<file path="src/dsps_pkg.sv">
/*
 * shared constants and types for the display memory configuration and
 * power-state block.
 * assumes a single 40 MHz bus clock that also times the memory commands.
 */
package dsps_pkg;

    ////////////////////////////////////////////////////////////////////////
    // register indices, byte address is four times the index
    localparam logic [7:0] IDX_PWR_CTRL  = 8'hDF;
    localparam logic [7:0] IDX_GEOM_ATTR = 8'hE0;
    localparam logic [7:0] IDX_LAT_MODE  = 8'hE1;
    localparam logic [7:0] IDX_REF_LO    = 8'hE2;
    localparam logic [7:0] IDX_REF_HI    = 8'hE3;
    localparam logic [7:0] IDX_MEM_CTRL  = 8'hE4;
    localparam logic [7:0] IDX_STATUS    = 8'hF0;

    ////////////////////////////////////////////////////////////////////////
    // field positions
    localparam int PWR_REQ_BIT    = 7;
    localparam int PWR_MODE_LSB   = 0;
    localparam int ATTR_SR_BIT    = 7;
    localparam int ATTR_BANK_BIT  = 5;
    localparam int ATTR_ROW_LSB   = 3;
    localparam int ATTR_COL_LSB   = 0;
    localparam int LAT_LSB        = 0;
    localparam int CTRL_INIT_BIT  = 0;
    localparam int STAT_INIT_BIT  = 0;
    localparam int STAT_SAVE_BIT  = 1;

    ////////////////////////////////////////////////////////////////////////
    // reset values
    localparam logic [1:0]  PWR_MODE_RST = 2'h3;
    localparam logic [7:0]  GEOM_RST     = 8'h28;
    localparam logic [2:0]  LAT_RST      = 3'h3;
    localparam logic [15:0] REF_RST      = 16'h0000;

    ////////////////////////////////////////////////////////////////////////
    // encodings
    localparam logic [1:0] MODE_STANDBY = 2'h1;
    localparam logic [1:0] MODE_SUSPEND = 2'h2;
    localparam logic [1:0] MODE_SLEEP   = 2'h3;
    localparam logic [2:0] CAS_TWO      = 3'h2;
    localparam logic [2:0] CAS_THREE    = 3'h3;

    typedef enum logic [2:0] {
        CMD_NOP,
        CMD_PRECHARGE_ALL,
        CMD_AUTO_REFRESH,
        CMD_LOAD_MODE,
        CMD_POWER_DOWN,
        CMD_SELF_REFRESH,
        CMD_LOW_POWER_EXIT
    } dsps_cmd_type;

    ////////////////////////////////////////////////////////////////////////
    // timing
    localparam int CLK_PERIOD_NS  = 25;
    localparam int CMD_GAP_NS     = 100;
    localparam int INIT_WAIT_NS   = 200000;

    function automatic int dsps_ceil_cycles(input int ns);
        dsps_ceil_cycles = (ns + CLK_PERIOD_NS - 1) / CLK_PERIOD_NS;
        if (dsps_ceil_cycles < 1) begin
            dsps_ceil_cycles = 1;
        end
    endfunction : dsps_ceil_cycles

    localparam int CMD_GAP_CYC   = dsps_ceil_cycles(CMD_GAP_NS);
    localparam int INIT_WAIT_CYC = dsps_ceil_cycles(INIT_WAIT_NS);

endpackage : dsps_pkg

</file>
<file path="src/dsps_seq_if.sv">
/*
 * handshake bundle between the power-state control and the memory
 * command sequencer and refresh timer.
 * assumes all parties share hclk.
 */
interface dsps_seq_if;
    import dsps_pkg::*;

    logic       init_start;
    logic       init_done;
    logic       sleep_req;
    logic       self_refresh_sel;
    logic       sleep_done;
    logic       wake_req;
    logic       wake_done;
    logic       ref_due;
    logic       ref_ack;
    logic [2:0] cas_latency;

    modport ctrl (
        output init_start, sleep_req, self_refresh_sel, wake_req, cas_latency,
        input  init_done, sleep_done, wake_done
    );
    modport seq (
        input  init_start, sleep_req, self_refresh_sel, wake_req, cas_latency,
        input  ref_due,
        output init_done, sleep_done, wake_done, ref_ack
    );
    modport tmr (
        input  ref_ack,
        output ref_due
    );
endinterface : dsps_seq_if

</file>
<file path="src/dsps_cmd_seq.sv">
/*
 * memory command sequencer: init, refresh, low-power entry and exit.
 * assumes the control side holds sleep_req and wake_req as levels.
 */
module dsps_cmd_seq
    import dsps_pkg::*;
#(
    parameter int INIT_CYC = INIT_WAIT_CYC
) (
    // clock and reset
    input  wire logic   hclk,
    input  wire logic   hresetn,
    // handshake
    dsps_seq_if.seq     hs,
    // memory side
    output dsps_cmd_type sdram_cmd,
    output logic        sdram_cke,
    output logic [2:0]  sdram_cas_latency
);

    initial begin
        if (INIT_CYC < 1 || INIT_CYC > 65535) begin
            $error("dsps_cmd_seq: INIT_CYC out of range");
        end
    end

    typedef enum logic [3:0] {
        S_IDLE, S_INIT_WAIT, S_INIT_PRE, S_INIT_REF1, S_INIT_REF2,
        S_INIT_MODE, S_ENTER, S_LOW, S_EXIT, S_EXIT_WAIT
    } dsps_seq_state_type;

    dsps_seq_state_type st_ff, nxt_st;
    logic [15:0]        cnt_ff, nxt_cnt;
    dsps_cmd_type       cmd_ff, nxt_cmd;
    logic               cke_ff, nxt_cke;
    logic               done_ff, nxt_done;
    logic [2:0]         cas_ff, nxt_cas;
    logic               ack, slp_done, wk_done;

    always_comb begin
        nxt_st   = st_ff;
        nxt_cnt  = cnt_ff;
        nxt_cmd  = CMD_NOP;
        nxt_cke  = cke_ff;
        nxt_done = done_ff;
        nxt_cas  = cas_ff;
        ack      = 1'b0;
        slp_done = 1'b0;
        wk_done  = 1'b0;
        if (cnt_ff != 16'h0000) begin
            nxt_cnt = cnt_ff - 16'h0001;
        end else begin
            case (st_ff)
                S_IDLE: begin
                    if (hs.init_start && !done_ff) begin
                        nxt_st  = S_INIT_WAIT;
                        nxt_cnt = 16'(INIT_CYC);
                    end else if (hs.sleep_req) begin
                        nxt_st = S_ENTER;
                    end else if (hs.ref_due && done_ff) begin
                        nxt_cmd = CMD_AUTO_REFRESH;
                        ack     = 1'b1;
                        nxt_cnt = 16'(CMD_GAP_CYC);
                    end
                end
                S_INIT_WAIT: begin
                    nxt_st = S_INIT_PRE;
                end
                S_INIT_PRE: begin
                    nxt_cmd = CMD_PRECHARGE_ALL;
                    nxt_cnt = 16'(CMD_GAP_CYC);
                    nxt_st  = S_INIT_REF1;
                end
                S_INIT_REF1: begin
                    nxt_cmd = CMD_AUTO_REFRESH;
                    nxt_cnt = 16'(CMD_GAP_CYC);
                    nxt_st  = S_INIT_REF2;
                end
                S_INIT_REF2: begin
                    nxt_cmd = CMD_AUTO_REFRESH;
                    nxt_cnt = 16'(CMD_GAP_CYC);
                    nxt_st  = S_INIT_MODE;
                end
                S_INIT_MODE: begin
                    nxt_cmd  = CMD_LOAD_MODE;
                    nxt_cas  = hs.cas_latency;
                    nxt_cnt  = 16'(CMD_GAP_CYC);
                    nxt_done = 1'b1;
                    nxt_st   = S_IDLE;
                end
                S_ENTER: begin
                    nxt_cmd  = hs.self_refresh_sel ? CMD_SELF_REFRESH
                                                   : CMD_POWER_DOWN;
                    nxt_cke  = 1'b0;
                    slp_done = 1'b1;
                    nxt_st   = S_LOW;
                end
                S_LOW: begin
                    if (hs.wake_req) begin
                        nxt_st = S_EXIT;
                    end
                end
                S_EXIT: begin
                    nxt_cmd = CMD_LOW_POWER_EXIT;
                    nxt_cke = 1'b1;
                    nxt_cnt = 16'(CMD_GAP_CYC);
                    nxt_st  = S_EXIT_WAIT;
                end
                S_EXIT_WAIT: begin
                    wk_done = 1'b1;
                    nxt_st  = S_IDLE;
                end
                default: begin
                    nxt_st = S_IDLE;
                end
            endcase
        end
    end

    always_ff @(posedge hclk or negedge hresetn) begin
        if (!hresetn) begin
            st_ff   <= S_IDLE;
            cnt_ff  <= 16'h0000;
            cmd_ff  <= CMD_NOP;
            cke_ff  <= 1'b1;
            done_ff <= 1'b0;
            cas_ff  <= LAT_RST;
        end else begin
            st_ff   <= nxt_st;
            cnt_ff  <= nxt_cnt;
            cmd_ff  <= nxt_cmd;
            cke_ff  <= nxt_cke;
            done_ff <= nxt_done;
            cas_ff  <= nxt_cas;
        end
    end

    assign hs.init_done       = done_ff;
    assign hs.ref_ack         = ack;
    assign hs.sleep_done      = slp_done;
    assign hs.wake_done       = wk_done;
    assign sdram_cmd          = cmd_ff;
    assign sdram_cke          = cke_ff;
    assign sdram_cas_latency  = cas_ff;

endmodule : dsps_cmd_seq

</file>
<file path="src/dsps_refresh_timer.sv">
/*
 * auto-refresh interval timer.
 * assumes interval counts hclk cycles, which also clock the memory.
 */
module dsps_refresh_timer
    import dsps_pkg::*;
#(
    parameter int CNT_W = 16
) (
    // clock and reset
    input  wire logic             hclk,
    input  wire logic             hresetn,
    // control
    input  wire logic             run_en,
    input  wire logic [CNT_W-1:0] interval,
    // handshake
    dsps_seq_if.tmr               hs
);

    initial begin
        if (CNT_W < 2 || CNT_W > 32) begin
            $error("dsps_refresh_timer: CNT_W out of range");
        end
    end

    logic [CNT_W-1:0] cnt_ff;
    logic [CNT_W-1:0] nxt_cnt;
    logic             due_ff;
    logic             nxt_due;

    always_comb begin
        nxt_due = due_ff && !hs.ref_ack;
        if (!run_en || interval == '0) begin
            nxt_cnt = '0;
            nxt_due = 1'b0;
        end else if (cnt_ff >= interval - CNT_W'(1)) begin
            nxt_cnt = '0;
            nxt_due = 1'b1;
        end else begin
            nxt_cnt = cnt_ff + CNT_W'(1);
        end
    end

    always_ff @(posedge hclk or negedge hresetn) begin
        if (!hresetn) begin
            cnt_ff <= '0;
            due_ff <= 1'b0;
        end else begin
            cnt_ff <= nxt_cnt;
            due_ff <= nxt_due;
        end
    end

    assign hs.ref_due = due_ff;

endmodule : dsps_refresh_timer

</file>
<file path="src/dsps_top.sv">
/*
 * display memory configuration and power-state control, AHB-Lite slave.
 * assumes a single slave bus (hready equals our hreadyout), word accesses,
 * and memory clocked at hclk rate for refresh counting.
 */
// The AHB-Lite interface to the registers was chosen for this implementation.
// Notes on behaviour
// - writing request bit one enters power saving
// - external, key-scan or software events wake
// - writing zero wakes; bit reads one until resumed
// - mode field picks which clocks stop
// - attribute bit picks power-down or self-refresh
// - bank bit picks two or four banks
// - row field picks 2K, 4K or 8K rows
// - column field picks 256 to 4096 columns with four banks, 256 with two
// - latency field two or three, resets three
// - latency writes ignored after init done
// - refresh interval split low and high bytes
// - auto-refresh each time interval count elapses
// - zero interval disables automatic refresh
// - init flag starts init, reads one, sticks
module dsps_top
    import dsps_pkg::*;
#(
    parameter int INIT_CYC = INIT_WAIT_CYC
) (
    // clock and reset
    input  wire logic        hclk,
    input  wire logic        hresetn,
    // ahb-lite slave
    input  wire logic        hsel,
    input  wire logic [31:0] haddr,
    input  wire logic [1:0]  htrans,
    input  wire logic        hwrite,
    input  wire logic [2:0]  hsize,
    input  wire logic [31:0] hwdata,
    input  wire logic        hready,
    output logic             hreadyout,
    output logic [31:0]      hrdata,
    output logic             hresp,
    // wake sources
    input  wire logic        ext_irq_wake,
    input  wire logic        keyscan_wake,
    // clock control
    output logic             core_clock_en,
    output logic             pixel_clock_en,
    output logic             memory_clock_en,
    output logic             memory_clock_from_osc,
    output logic             memory_pll_en,
    // memory geometry and commands
    output logic             bank_four,
    output logic [3:0]       row_addr_bits,
    output logic [3:0]       col_addr_bits,
    output logic [2:0]       sdram_cas_latency,
    output dsps_cmd_type     sdram_cmd,
    output logic             sdram_cke,
    output logic             fetch_enable
);

    initial begin
        if (INIT_CYC < 1 || INIT_CYC > 65535) begin
            $error("dsps_top: INIT_CYC out of range");
        end
    end

    ////////////////////////////////////////////////////////////////////////
    // geometry decode
    function automatic logic [3:0] row_bits_of(input logic [1:0] f);
        row_bits_of = f[1] ? 4'hD : (f[0] ? 4'hC : 4'hB);
    endfunction : row_bits_of

    function automatic logic [3:0] col_bits_of(input logic [2:0] f, input logic four);
        if (!four) begin
            col_bits_of = 4'h8;
        end else if (f[2]) begin
            col_bits_of = 4'hC;
        end else begin
            col_bits_of = 4'h8 + {2'h0, f[1:0]};
        end
    endfunction : col_bits_of

    ////////////////////////////////////////////////////////////////////////
    // state
    typedef enum logic [1:0] {P_RUN, P_ENTER, P_SAVE, P_WAKE} dsps_pwr_type;

    dsps_seq_if hs ();

    dsps_pwr_type pst_ff, nxt_pst;
    logic         req_ff, nxt_req;
    logic         swk_ff, nxt_swk;
    logic [1:0]   mode_ff, nxt_mode;
    logic [1:0]   amode_ff, nxt_amode;
    logic [7:0]   geom_ff, nxt_geom;
    logic [2:0]   lat_ff, nxt_lat;
    logic [15:0]  ref_ff, nxt_ref;
    logic         istart_ff, nxt_istart;
    logic         wpend_ff, nxt_wpend;
    logic [7:0]   widx_ff, nxt_widx;
    logic [31:0]  rdata_ff, nxt_rdata;
    logic [4:0]   clk_ff, nxt_clk;
    logic         wr_now;
    logic [7:0]   wbyte;
    logic [7:0]   aidx;
    logic         rd_take;

    ////////////////////////////////////////////////////////////////////////
    // bus slave: zero wait state, read data registered in address phase
    assign aidx    = haddr[9:2];
    assign rd_take = hsel && hready && htrans[1] && !hwrite;
    assign wr_now  = wpend_ff;
    assign wbyte   = hwdata[7:0];

    always_comb begin
        nxt_wpend = hsel && hready && htrans[1] && hwrite;
        nxt_widx  = nxt_wpend ? aidx : widx_ff;
        nxt_rdata = rdata_ff;
        if (rd_take) begin
            case (aidx)
                IDX_PWR_CTRL:  nxt_rdata = {24'h0, req_ff, 5'h0, mode_ff};
                IDX_GEOM_ATTR: nxt_rdata = {24'h0, geom_ff};
                IDX_LAT_MODE:  nxt_rdata = {29'h0, lat_ff};
                IDX_REF_LO:    nxt_rdata = {24'h0, ref_ff[7:0]};
                IDX_REF_HI:    nxt_rdata = {24'h0, ref_ff[15:8]};
                IDX_MEM_CTRL:  nxt_rdata = {31'h0, hs.init_done};
                IDX_STATUS:    nxt_rdata = {30'h0, pst_ff != P_RUN, hs.init_done};
                default:       nxt_rdata = 32'h0000_0000;
            endcase
        end
    end

    ////////////////////////////////////////////////////////////////////////
    // register writes
    always_comb begin
        nxt_mode   = mode_ff;
        nxt_geom   = geom_ff;
        nxt_lat    = lat_ff;
        nxt_ref    = ref_ff;
        nxt_istart = istart_ff && !hs.init_done;
        if (wr_now) begin
            case (widx_ff)
                IDX_PWR_CTRL:  nxt_mode = wbyte[PWR_MODE_LSB +: 2];
                IDX_GEOM_ATTR: nxt_geom = wbyte & 8'hBF;
                IDX_LAT_MODE: begin
                    if (!hs.init_done && !istart_ff) begin
                        nxt_lat = wbyte[LAT_LSB +: 3];
                    end
                end
                IDX_REF_LO:    nxt_ref[7:0]  = wbyte;
                IDX_REF_HI:    nxt_ref[15:8] = wbyte;
                IDX_MEM_CTRL: begin
                    if (wbyte[CTRL_INIT_BIT] && !hs.init_done) begin
                        nxt_istart = 1'b1;
                    end
                end
                default: begin end
            endcase
        end
    end

    ////////////////////////////////////////////////////////////////////////
    // power-state machine
    always_comb begin
        nxt_pst   = pst_ff;
        nxt_req   = req_ff;
        nxt_swk   = swk_ff;
        nxt_amode = amode_ff;
        if (wr_now && widx_ff == IDX_PWR_CTRL) begin
            if (wbyte[PWR_REQ_BIT] && pst_ff == P_RUN) begin
                nxt_req = 1'b1;
            end else if (!wbyte[PWR_REQ_BIT] && req_ff) begin
                nxt_swk = 1'b1;
            end
        end
        case (pst_ff)
            P_RUN: begin
                nxt_swk = nxt_swk && req_ff;
                if (req_ff) begin
                    nxt_amode = mode_ff;
                    nxt_pst   = hs.init_done ? P_ENTER : P_SAVE;
                end
            end
            P_ENTER: begin
                if (hs.sleep_done) begin
                    nxt_pst = P_SAVE;
                end
            end
            P_SAVE: begin
                if (ext_irq_wake || keyscan_wake || swk_ff) begin
                    nxt_pst = P_WAKE;
                end
            end
            P_WAKE: begin
                if (hs.wake_done || !hs.init_done) begin
                    nxt_pst = P_RUN;
                    nxt_req = 1'b0;
                    nxt_swk = 1'b0;
                end
            end
            default: begin
                nxt_pst = P_RUN;
            end
        endcase
    end

    ////////////////////////////////////////////////////////////////////////
    // clock gating: {core, pixel, mem, mem_from_osc, pll}
    always_comb begin
        nxt_clk = 5'h1D;
        if (pst_ff == P_SAVE) begin
            case (amode_ff)
                MODE_SUSPEND: nxt_clk = 5'h06;
                MODE_SLEEP:   nxt_clk = 5'h00;
                default:      nxt_clk = 5'h05;
            endcase
        end
    end

    always_ff @(posedge hclk or negedge hresetn) begin
        if (!hresetn) begin
            pst_ff    <= P_RUN;
            req_ff    <= 1'b0;
            swk_ff    <= 1'b0;
            mode_ff   <= PWR_MODE_RST;
            amode_ff  <= PWR_MODE_RST;
            geom_ff   <= GEOM_RST;
            lat_ff    <= LAT_RST;
            ref_ff    <= REF_RST;
            istart_ff <= 1'b0;
            wpend_ff  <= 1'b0;
            widx_ff   <= 8'h00;
            rdata_ff  <= 32'h0000_0000;
            clk_ff    <= 5'h1D;
        end else begin
            pst_ff    <= nxt_pst;
            req_ff    <= nxt_req;
            swk_ff    <= nxt_swk;
            mode_ff   <= nxt_mode;
            amode_ff  <= nxt_amode;
            geom_ff   <= nxt_geom;
            lat_ff    <= nxt_lat;
            ref_ff    <= nxt_ref;
            istart_ff <= nxt_istart;
            wpend_ff  <= nxt_wpend;
            widx_ff   <= nxt_widx;
            rdata_ff  <= nxt_rdata;
            clk_ff    <= nxt_clk;
        end
    end

    ////////////////////////////////////////////////////////////////////////
    // handshake and outputs
    assign hs.init_start       = istart_ff;
    assign hs.sleep_req        = pst_ff == P_ENTER;
    assign hs.self_refresh_sel = geom_ff[ATTR_SR_BIT];
    assign hs.wake_req         = pst_ff == P_WAKE;
    assign hs.cas_latency      = lat_ff;

    dsps_cmd_seq #(
        .INIT_CYC (INIT_CYC)
    ) u_seq (
        .hclk              (hclk),
        .hresetn           (hresetn),
        .hs                (hs.seq),
        .sdram_cmd         (sdram_cmd),
        .sdram_cke         (sdram_cke),
        .sdram_cas_latency (sdram_cas_latency)
    );

    dsps_refresh_timer #(
        .CNT_W (16)
    ) u_tmr (
        .hclk     (hclk),
        .hresetn  (hresetn),
        .run_en   (hs.init_done && pst_ff == P_RUN),
        .interval (ref_ff),
        .hs       (hs.tmr)
    );

    assign hreadyout             = 1'b1;
    assign hresp                 = 1'b0;
    assign hrdata                = rdata_ff;
    assign core_clock_en         = clk_ff[4];
    assign pixel_clock_en        = clk_ff[3];
    assign memory_clock_en       = clk_ff[2];
    assign memory_clock_from_osc = clk_ff[1];
    assign memory_pll_en         = clk_ff[0];
    assign bank_four             = geom_ff[ATTR_BANK_BIT];
    assign row_addr_bits         = row_bits_of(geom_ff[ATTR_ROW_LSB +: 2]);
    assign col_addr_bits         = col_bits_of(geom_ff[ATTR_COL_LSB +: 3],
                                               geom_ff[ATTR_BANK_BIT]);
    assign fetch_enable          = hs.init_done && pst_ff == P_RUN;

endmodule : dsps_top

</file>
<file path="config.mk">
export PLATFORM = sky130hd
export DESIGN_NAME = dsps_top
export DESIGN_NICKNAME = d
export VERILOG_FILES = /design/src/dsps_pkg.sv /design/src/dsps_seq_if.sv /design/src/dsps_cmd_seq.sv /design/src/dsps_refresh_timer.sv /design/src/dsps_top.sv
export SDC_FILE = /design/constraint.sdc
export NUM_CORES = 1
export LEC_CHECK = 0
export ABC_AREA = 1
export BUFFER_PORTS_ARGS = -buffer_cell sky130_fd_sc_hd__buf_2
export CAP_MARGIN = 20
export CORE_MARGIN = 2
export CORE_UTILIZATION = 60
export CTS_BUF_LIST = sky130_fd_sc_hd__clkbuf_8 sky130_fd_sc_hd__clkbuf_16
export DETAILED_ROUTE_END_ITERATION = 8
export PLACE_DENSITY = 0.88
export SYNTH_ARGS = -nofsm -noshare
export SYNTH_HDL_FRONTEND = slang
export SYNTH_SLANG_ARGS = --single-unit
</file>
<file path="constraint.sdc">
create_clock -name hclk -period 5.9 [get_ports hclk]
set_input_delay 0.885 -clock hclk [delete_from_list [all_inputs] [get_ports hclk]]
set_output_delay 0.885 -clock hclk [all_outputs]
set_load 0.01 [all_outputs]
</file>
# Yosys cells after proc, flatten, opt, wreduce, memory -nomap -nowiden

Cells that the tools add are included.

Bits in registers: 126
Output and inout port bits: 56
Word-level logic and storage cells: 161

Reduce and logical (&&, ||, !) cells: 44
Mux-type cells: 54
Order comparisons: 1
Equal/unequal tests: 35
Bitwise gates (word level): 1
Add/sub/neg operators: 4

Operators by type and width:

| kind                                                 | count |
|---|---|
| equality test 8 bit (second input constant)          | 13 |
| 2-to-1 mux 16 bit                                    | 6 |
| one-hot mux 8 bit (7 select lines)                   | 1 |
| one-hot mux 16 bit (2 select lines)                  | 1 |
| one-hot mux 4 bit (8 select lines)                   | 1 |
| subtractor 16 x 1 -> 16 bit (second input constant)  | 2 |
| 2-to-1 mux 1 bit                                     | 23 |
| 2-to-1 mux 4 bit                                     | 5 |
| one-hot mux 3 bit (6 select lines)                   | 1 |
| adder 16 x 1 -> 16 bit (second input constant)       | 1 |
| equality test 4 x 3 -> 1 bit (second input constant) | 4 |
| >= comparator 16 bit                                 | 1 |
| zero test 16 bit                                     | 1 |
| nonzero test 16 bit                                  | 1 |
| 2-to-1 mux 3 bit                                     | 5 |
| logical AND 1 bit                                    | 14 |
| AND reduction 2 bit                                  | 7 |
| 2-to-1 mux 2 bit                                     | 6 |
| AND reduction 3 bit                                  | 3 |
| equality test 2 bit (second input constant)          | 4 |
| equality test 4 x 2 -> 1 bit (second input constant) | 2 |
| equality test 4 bit (second input constant)          | 2 |
| one-hot mux 2 bit (4 select lines)                   | 1 |
| zero test 1 bit                                      | 6 |
| other kinds (20)                                     | 28 |

# Longest topological paths before layout

Depth in word-level cells: 10
Gate-level depth with buffers: 17
Mapped depth without buffers: 17

# By module

From an unflattened synthesis, not the netlist that was laid out.

Cell total of the unflattened synthesis: 831
Area total of the unflattened synthesis: 6,448.7 sq um

Modules (own cells, without submodules):

| module             | cells an instance | seq. area each (sq um) | area each (sq um) | instances |
|---|---|---|---|---|
| dsps_top           | 364               | 1,415.1                | 3,029.2           | 1 |
| dsps_cmd_seq       | 255               | 704.4                  | 1,811.7           | 1 |
| dsps_refresh_timer | 212               | 425.4                  | 1,607.8           | 1 |

# Least setup slack after synthesis

OpenSTA, ideal clock, no wires.

Path kind: register -> register
From: register ref_ff[0]
To: register u_tmr.cnt_ff[7]
Setup slack: 3,458 ps
Cell stages (with the launch flop): 16
Setup time: 120 ps
Required time: 5,780 ps
Data arrival time: 2,322 ps
Path through: dfrtp_1 -> inv_1 -> ha_1 -> nand3_1 -> nor2_1 -> nand2_1 -> nor2_1 -> xor2_1 -> inv_1 -> ha_1 -> nand2_1 -> nor4_1 -> nand2_1 -> nand3_2 -> buf_6 -> nor2_1

Cells in the longest elaborated chain, start to end: 4
Elaborated cells between the ends (all ways): 6
Classes of those cells: add/sub: 1; order compare: 1; mux: 2; reduce/logical: 2

Ends and longest elaborated chain:

| item                        | line                     | source |
|---|---|---|
| start, declared             | dsps_top.sv:95           | `logic [15:0] ref_ff, nxt_ref;` |
| start signal, assigned      | dsps_top.sv:241          | `ref_ff <= nxt_ref;` |
| subtractor 16 x 1 -> 16 bit | dsps_refresh_timer.sv:36 | `end else if (cnt_ff >= interval - CNT_W'(1)) begin` |
| >= comparator 16 bit        | dsps_refresh_timer.sv:36 |  |
| 2-to-1 mux 16 bit           | dsps_refresh_timer.sv:36 |  |
| 2-to-1 mux 16 bit *         | dsps_refresh_timer.sv:33 | `if (!run_en \|\| interval == '0) begin` |
| net u_tmr.nxt_cnt[7]        | dsps_refresh_timer.sv:27 | `logic [CNT_W-1:0] nxt_cnt;` |
| end signal, assigned        | dsps_refresh_timer.sv:49 | `cnt_ff <= nxt_cnt;` |
| end, declared               | dsps_refresh_timer.sv:26 | `logic [CNT_W-1:0] cnt_ff;` |

Mark *: on every way through the listed nets, which the timed path passes. The rest lies on a longest branch.
A chain may end at the register's enable or synchronous reset.

# Worst setup path in the final report

From: register ref_ff[0]
To: register u_tmr.cnt_ff[11]

Same word-level chain as after synthesis.

==> results.md <==
* Status: completed
* Cell with the most instances after synthesis: nand2_1
* Vias in the first global route at 4,821
* NetSw at 415 uW
* Critical path data arrival time at 3.16 ns
* Root buffer cell: clkbuf_8
* PwrDens at 214 nW/um^2
* # DRC at 0
* Initial antenna violation count at 0
* Netlist cell types at 41
* Die width at 106 um
* P_leak at 3.51 nW
* Hold_ws at 0.392 ns
* GRT Util Overall at 0.244
* Compound-Gate Fraction of Synth Area at 0.0825
* DP HPWL at 9950 um
* CP max FO at 16
* Wire length per cell at 13.0 um
* Pin count of the biggest net entering global routing at 76
* Clock skew at 0.0111 ns
* Clk Latency, worst-skew pair at 0.38 ns
* Fmax achieved at 350 MHz
* CTS clk-pin slew, worst paths at 0.10 ns
* Worst vdd ir at 0.140 mV
* DRT Pass-1 Iters at 5
* Synth Area in Adders at 0.0465
* Total number of vias at 5,250
* Final period utilization at 0.484
* Dpl ws at 3.07 ns
* Htree depth at 3
* Final net count at 955
* Routed WL at 13,000 um
* RSZ-0062 raised after global routing: no
* CTS tree: built
* Crit path time final at 2.85 ns
* Input/output buffers at 51
* Seq cells post-synth at 101
* Final Instance Count excl. Fillers at 997
* IO Count at 132
* Sink Count at 101
* Slew Viols, Final at 0
* Proportion of power drawn by flip-flops and latches at 0.538
* Pwr Total at 1.42 mW
* Type of the worst min-delay path: input pin to asynchronous set/reset pin
* CTS max path bufs at 2
* CP Data Required Time at 6.21 ns
* Share of layout cells above drive strength 1 at 0.174
* Vias per inst at 5.27
* Post-synthesis sequential area ratio at 0.411
* First-pass GRT wire length at 22,000 um
* Postcts setup bufs at 0
* Routed Antenna Nets at 0
* FFs w/ async S/R, synth at 1.00
* Largest family of logic cells by synthesized area: simple AND/OR/NAND/NOR gates
* # resized after CTS at 0
* Area of the multi-input gates at 3080 um^2
* Synth area leader: dfrtp_1
* Sw frac at 0.292
* Slew HR at 0.388
* Post-synthesis mux area share at 0.00182
* # rows at 37
* Hold Buf Count CTS at 0
* Final Hold Viols at 0
* Area of the die at 11,100 um^2
* Synth Area in XOR/XNOR at 0.0396
* Setup crit start kind: register
* TNS Setup at 0 ns
* Final WS setup at 3.05 ns
* Post-synth EDFFs at 0
* Fillers at 891
* Gate Count Post-Synth at 806
* Critical Setup Path Class: register to register
* Reg area at 2540 um^2
* Synth warn at 0
* RD Place Congestion at 0.925
* Post-Synth Simple-Gate Area at 0.310
* Syn_area_per_cell at 7.68 um^2
* Main area contributors after synthesis: dfrtp_1, nand2_1, nor2_1, dfstp_2, nand3_1
* # setup viols final at 0
* Iteration-0 DRC Markers at 383
* GRT overflow at 0
* Main synth FF type: dfrtp_1
* Die extent in y at 106 um
* Mapped Area at 6190 um^2
* Clock Power Share at 0.324
* CTS buffer count at 9
* CP endpoint kind: register
* Inserted Diodes at 0
* Area Growth Syn to Fin at 7.40%
* Slew @ Worst Pin at 0.918 ns
* CORE AREA at 10,200 um^2
* Starting Density at 0.608
* Internal cell power at 1.01 mW
* Max Cap Viol at 0
* Synth top area share at 0.352
* # placed instances at 980
* Top post-synthesis cells by count: nand2_1, nor2_1, dfrtp_1
* Combinational share of power at 0.138
==> layout by cell type (no fill, tap or decap), types with 13 or more instances in the layout <==
| cell | Yosys | layout |
|---|---|---|
| nand2_1 | 193 | 193 |
| nor2_1 | 103 | 103 |
| dfrtp_1 | 87 | 87 |
| inv_1 | 77 | 77 |
| nand3_1 | 61 | 61 |
| buf_2 | 4 | 50 |
| o21ai_1 | 39 | 39 |
| conb_1 | 2 | 28 |
| o21ai_0 | 24 | 24 |
| ha_1 | 23 | 23 |
| xor2_1 | 20 | 20 |
| inv_2 | 19 | 19 |
| a21oi_1 | 16 | 16 |
| dfstp_2 | 14 | 14 |
| nand4_1 | 13 | 13 |
==> power by group through the flow <==
stage               Sequential, mW  Clock [mW]  Combinational (mW)
floorplan                    0.778           0               0.140
global placement             0.776           0               0.186
detailed placement           0.778           0               0.194
CTS                          0.765       0.472               0.196
global route                 0.770       0.498               0.225
finish                       0.765       0.460               0.197
==> logic make-up (layout without fill, tap and decap cells) <==
kind of cell | after synthesis | count (layout)
fa+ha+maj | 23 | 23
compound gates | 91 | 91
xor+xnor | 28 | 28
mux | 1 | 1
buf+inv | 139 | 168
other cells | 2 | 28
simple gates | 421 | 421
flops | 101 | 101
==> path summary, 6_finish.rpt <==
path,startpoint,to,slack [ns],depth (start not counted)
hold / removal,hresetn,u_tmr.cnt_ff[6]$_DFF_PN0_,0.39,1
setup reg to reg,ref_ff[0]$_DFFE_PN0P_,u_tmr.cnt_ff[11]$_DFF_PN0_,3.05,14
min in group hclk,u_seq.sdram_cas_latency[1]$_DFFE_PN1P_,u_seq.sdram_cas_latency[1]$_DFFE_PN1P_,0.47,2
max in group asynchronous,hresetn,u_seq.st_ff[0]$_DFFE_PN0P_,4.27,2
hold reg to reg,u_seq.sdram_cas_latency[1]$_DFFE_PN1P_,u_seq.sdram_cas_latency[1]$_DFFE_PN1P_,0.47,2
setup / recovery,ref_ff[0]$_DFFE_PN0P_,u_tmr.cnt_ff[11]$_DFF_PN0_,3.05,14
==> layer usage <==
metal  part of all wire  up-vias  track usage
li1                   -     2626            -
met1               0.45     2432        0.334
met2               0.48      173        0.391
met3              0.048       19       0.0377
met4              0.016        0       0.0949
met5                  0        -            0
==> metrics by stage <==
step,util,instance area [um^2]
floorplan,-,6290
global placement,0.632,6430
detailed placement,0.632,6430
CTS,0.652,6640
global route,0.653,6650
finish,0.653,6650
==> sequential cells by signal, indices dropped and copies added (netlist names), 2 cells and up <==
signal / cells
amode_ff: 2
clk_ff: 4
geom_ff: 7
hrdata: 8
hs.cas_latency: 3
mode_ff: 2
pst_ff: 2
ref_ff: 16
u_seq.cnt_ff: 16
u_seq.sdram_cas_latency: 3
u_seq.sdram_cmd: 3
u_seq.st_ff: 4
u_tmr.cnt_ff: 16
widx_ff: 8
==> cell type report <==
type,count,area share
multi-input cells,592,0.463
clock inverters,7,0.0120
repair buffers,53,0.0416
flip-flops and latches,101,0.383
well taps,136,0.0256
inverters,99,0.0565
clock buffers,9,0.0186
==> critical path, cell delays in order (launching register included) <==
cell and delay (ns):
dfrtp_1 0.43, inv_1 0.13, ha_1 0.22, nand3_1 0.13
nor2_1 0.20, nand2_1 0.12, nor2_1 0.12, xor2_1 0.16
inv_1 0.06, ha_1 0.26, nand2_1 0.10, o21ai_0 0.10
a21oi_1 0.21, nand3_2 0.31, nor2_1 0.21
(Power assumes the default switching activity.)
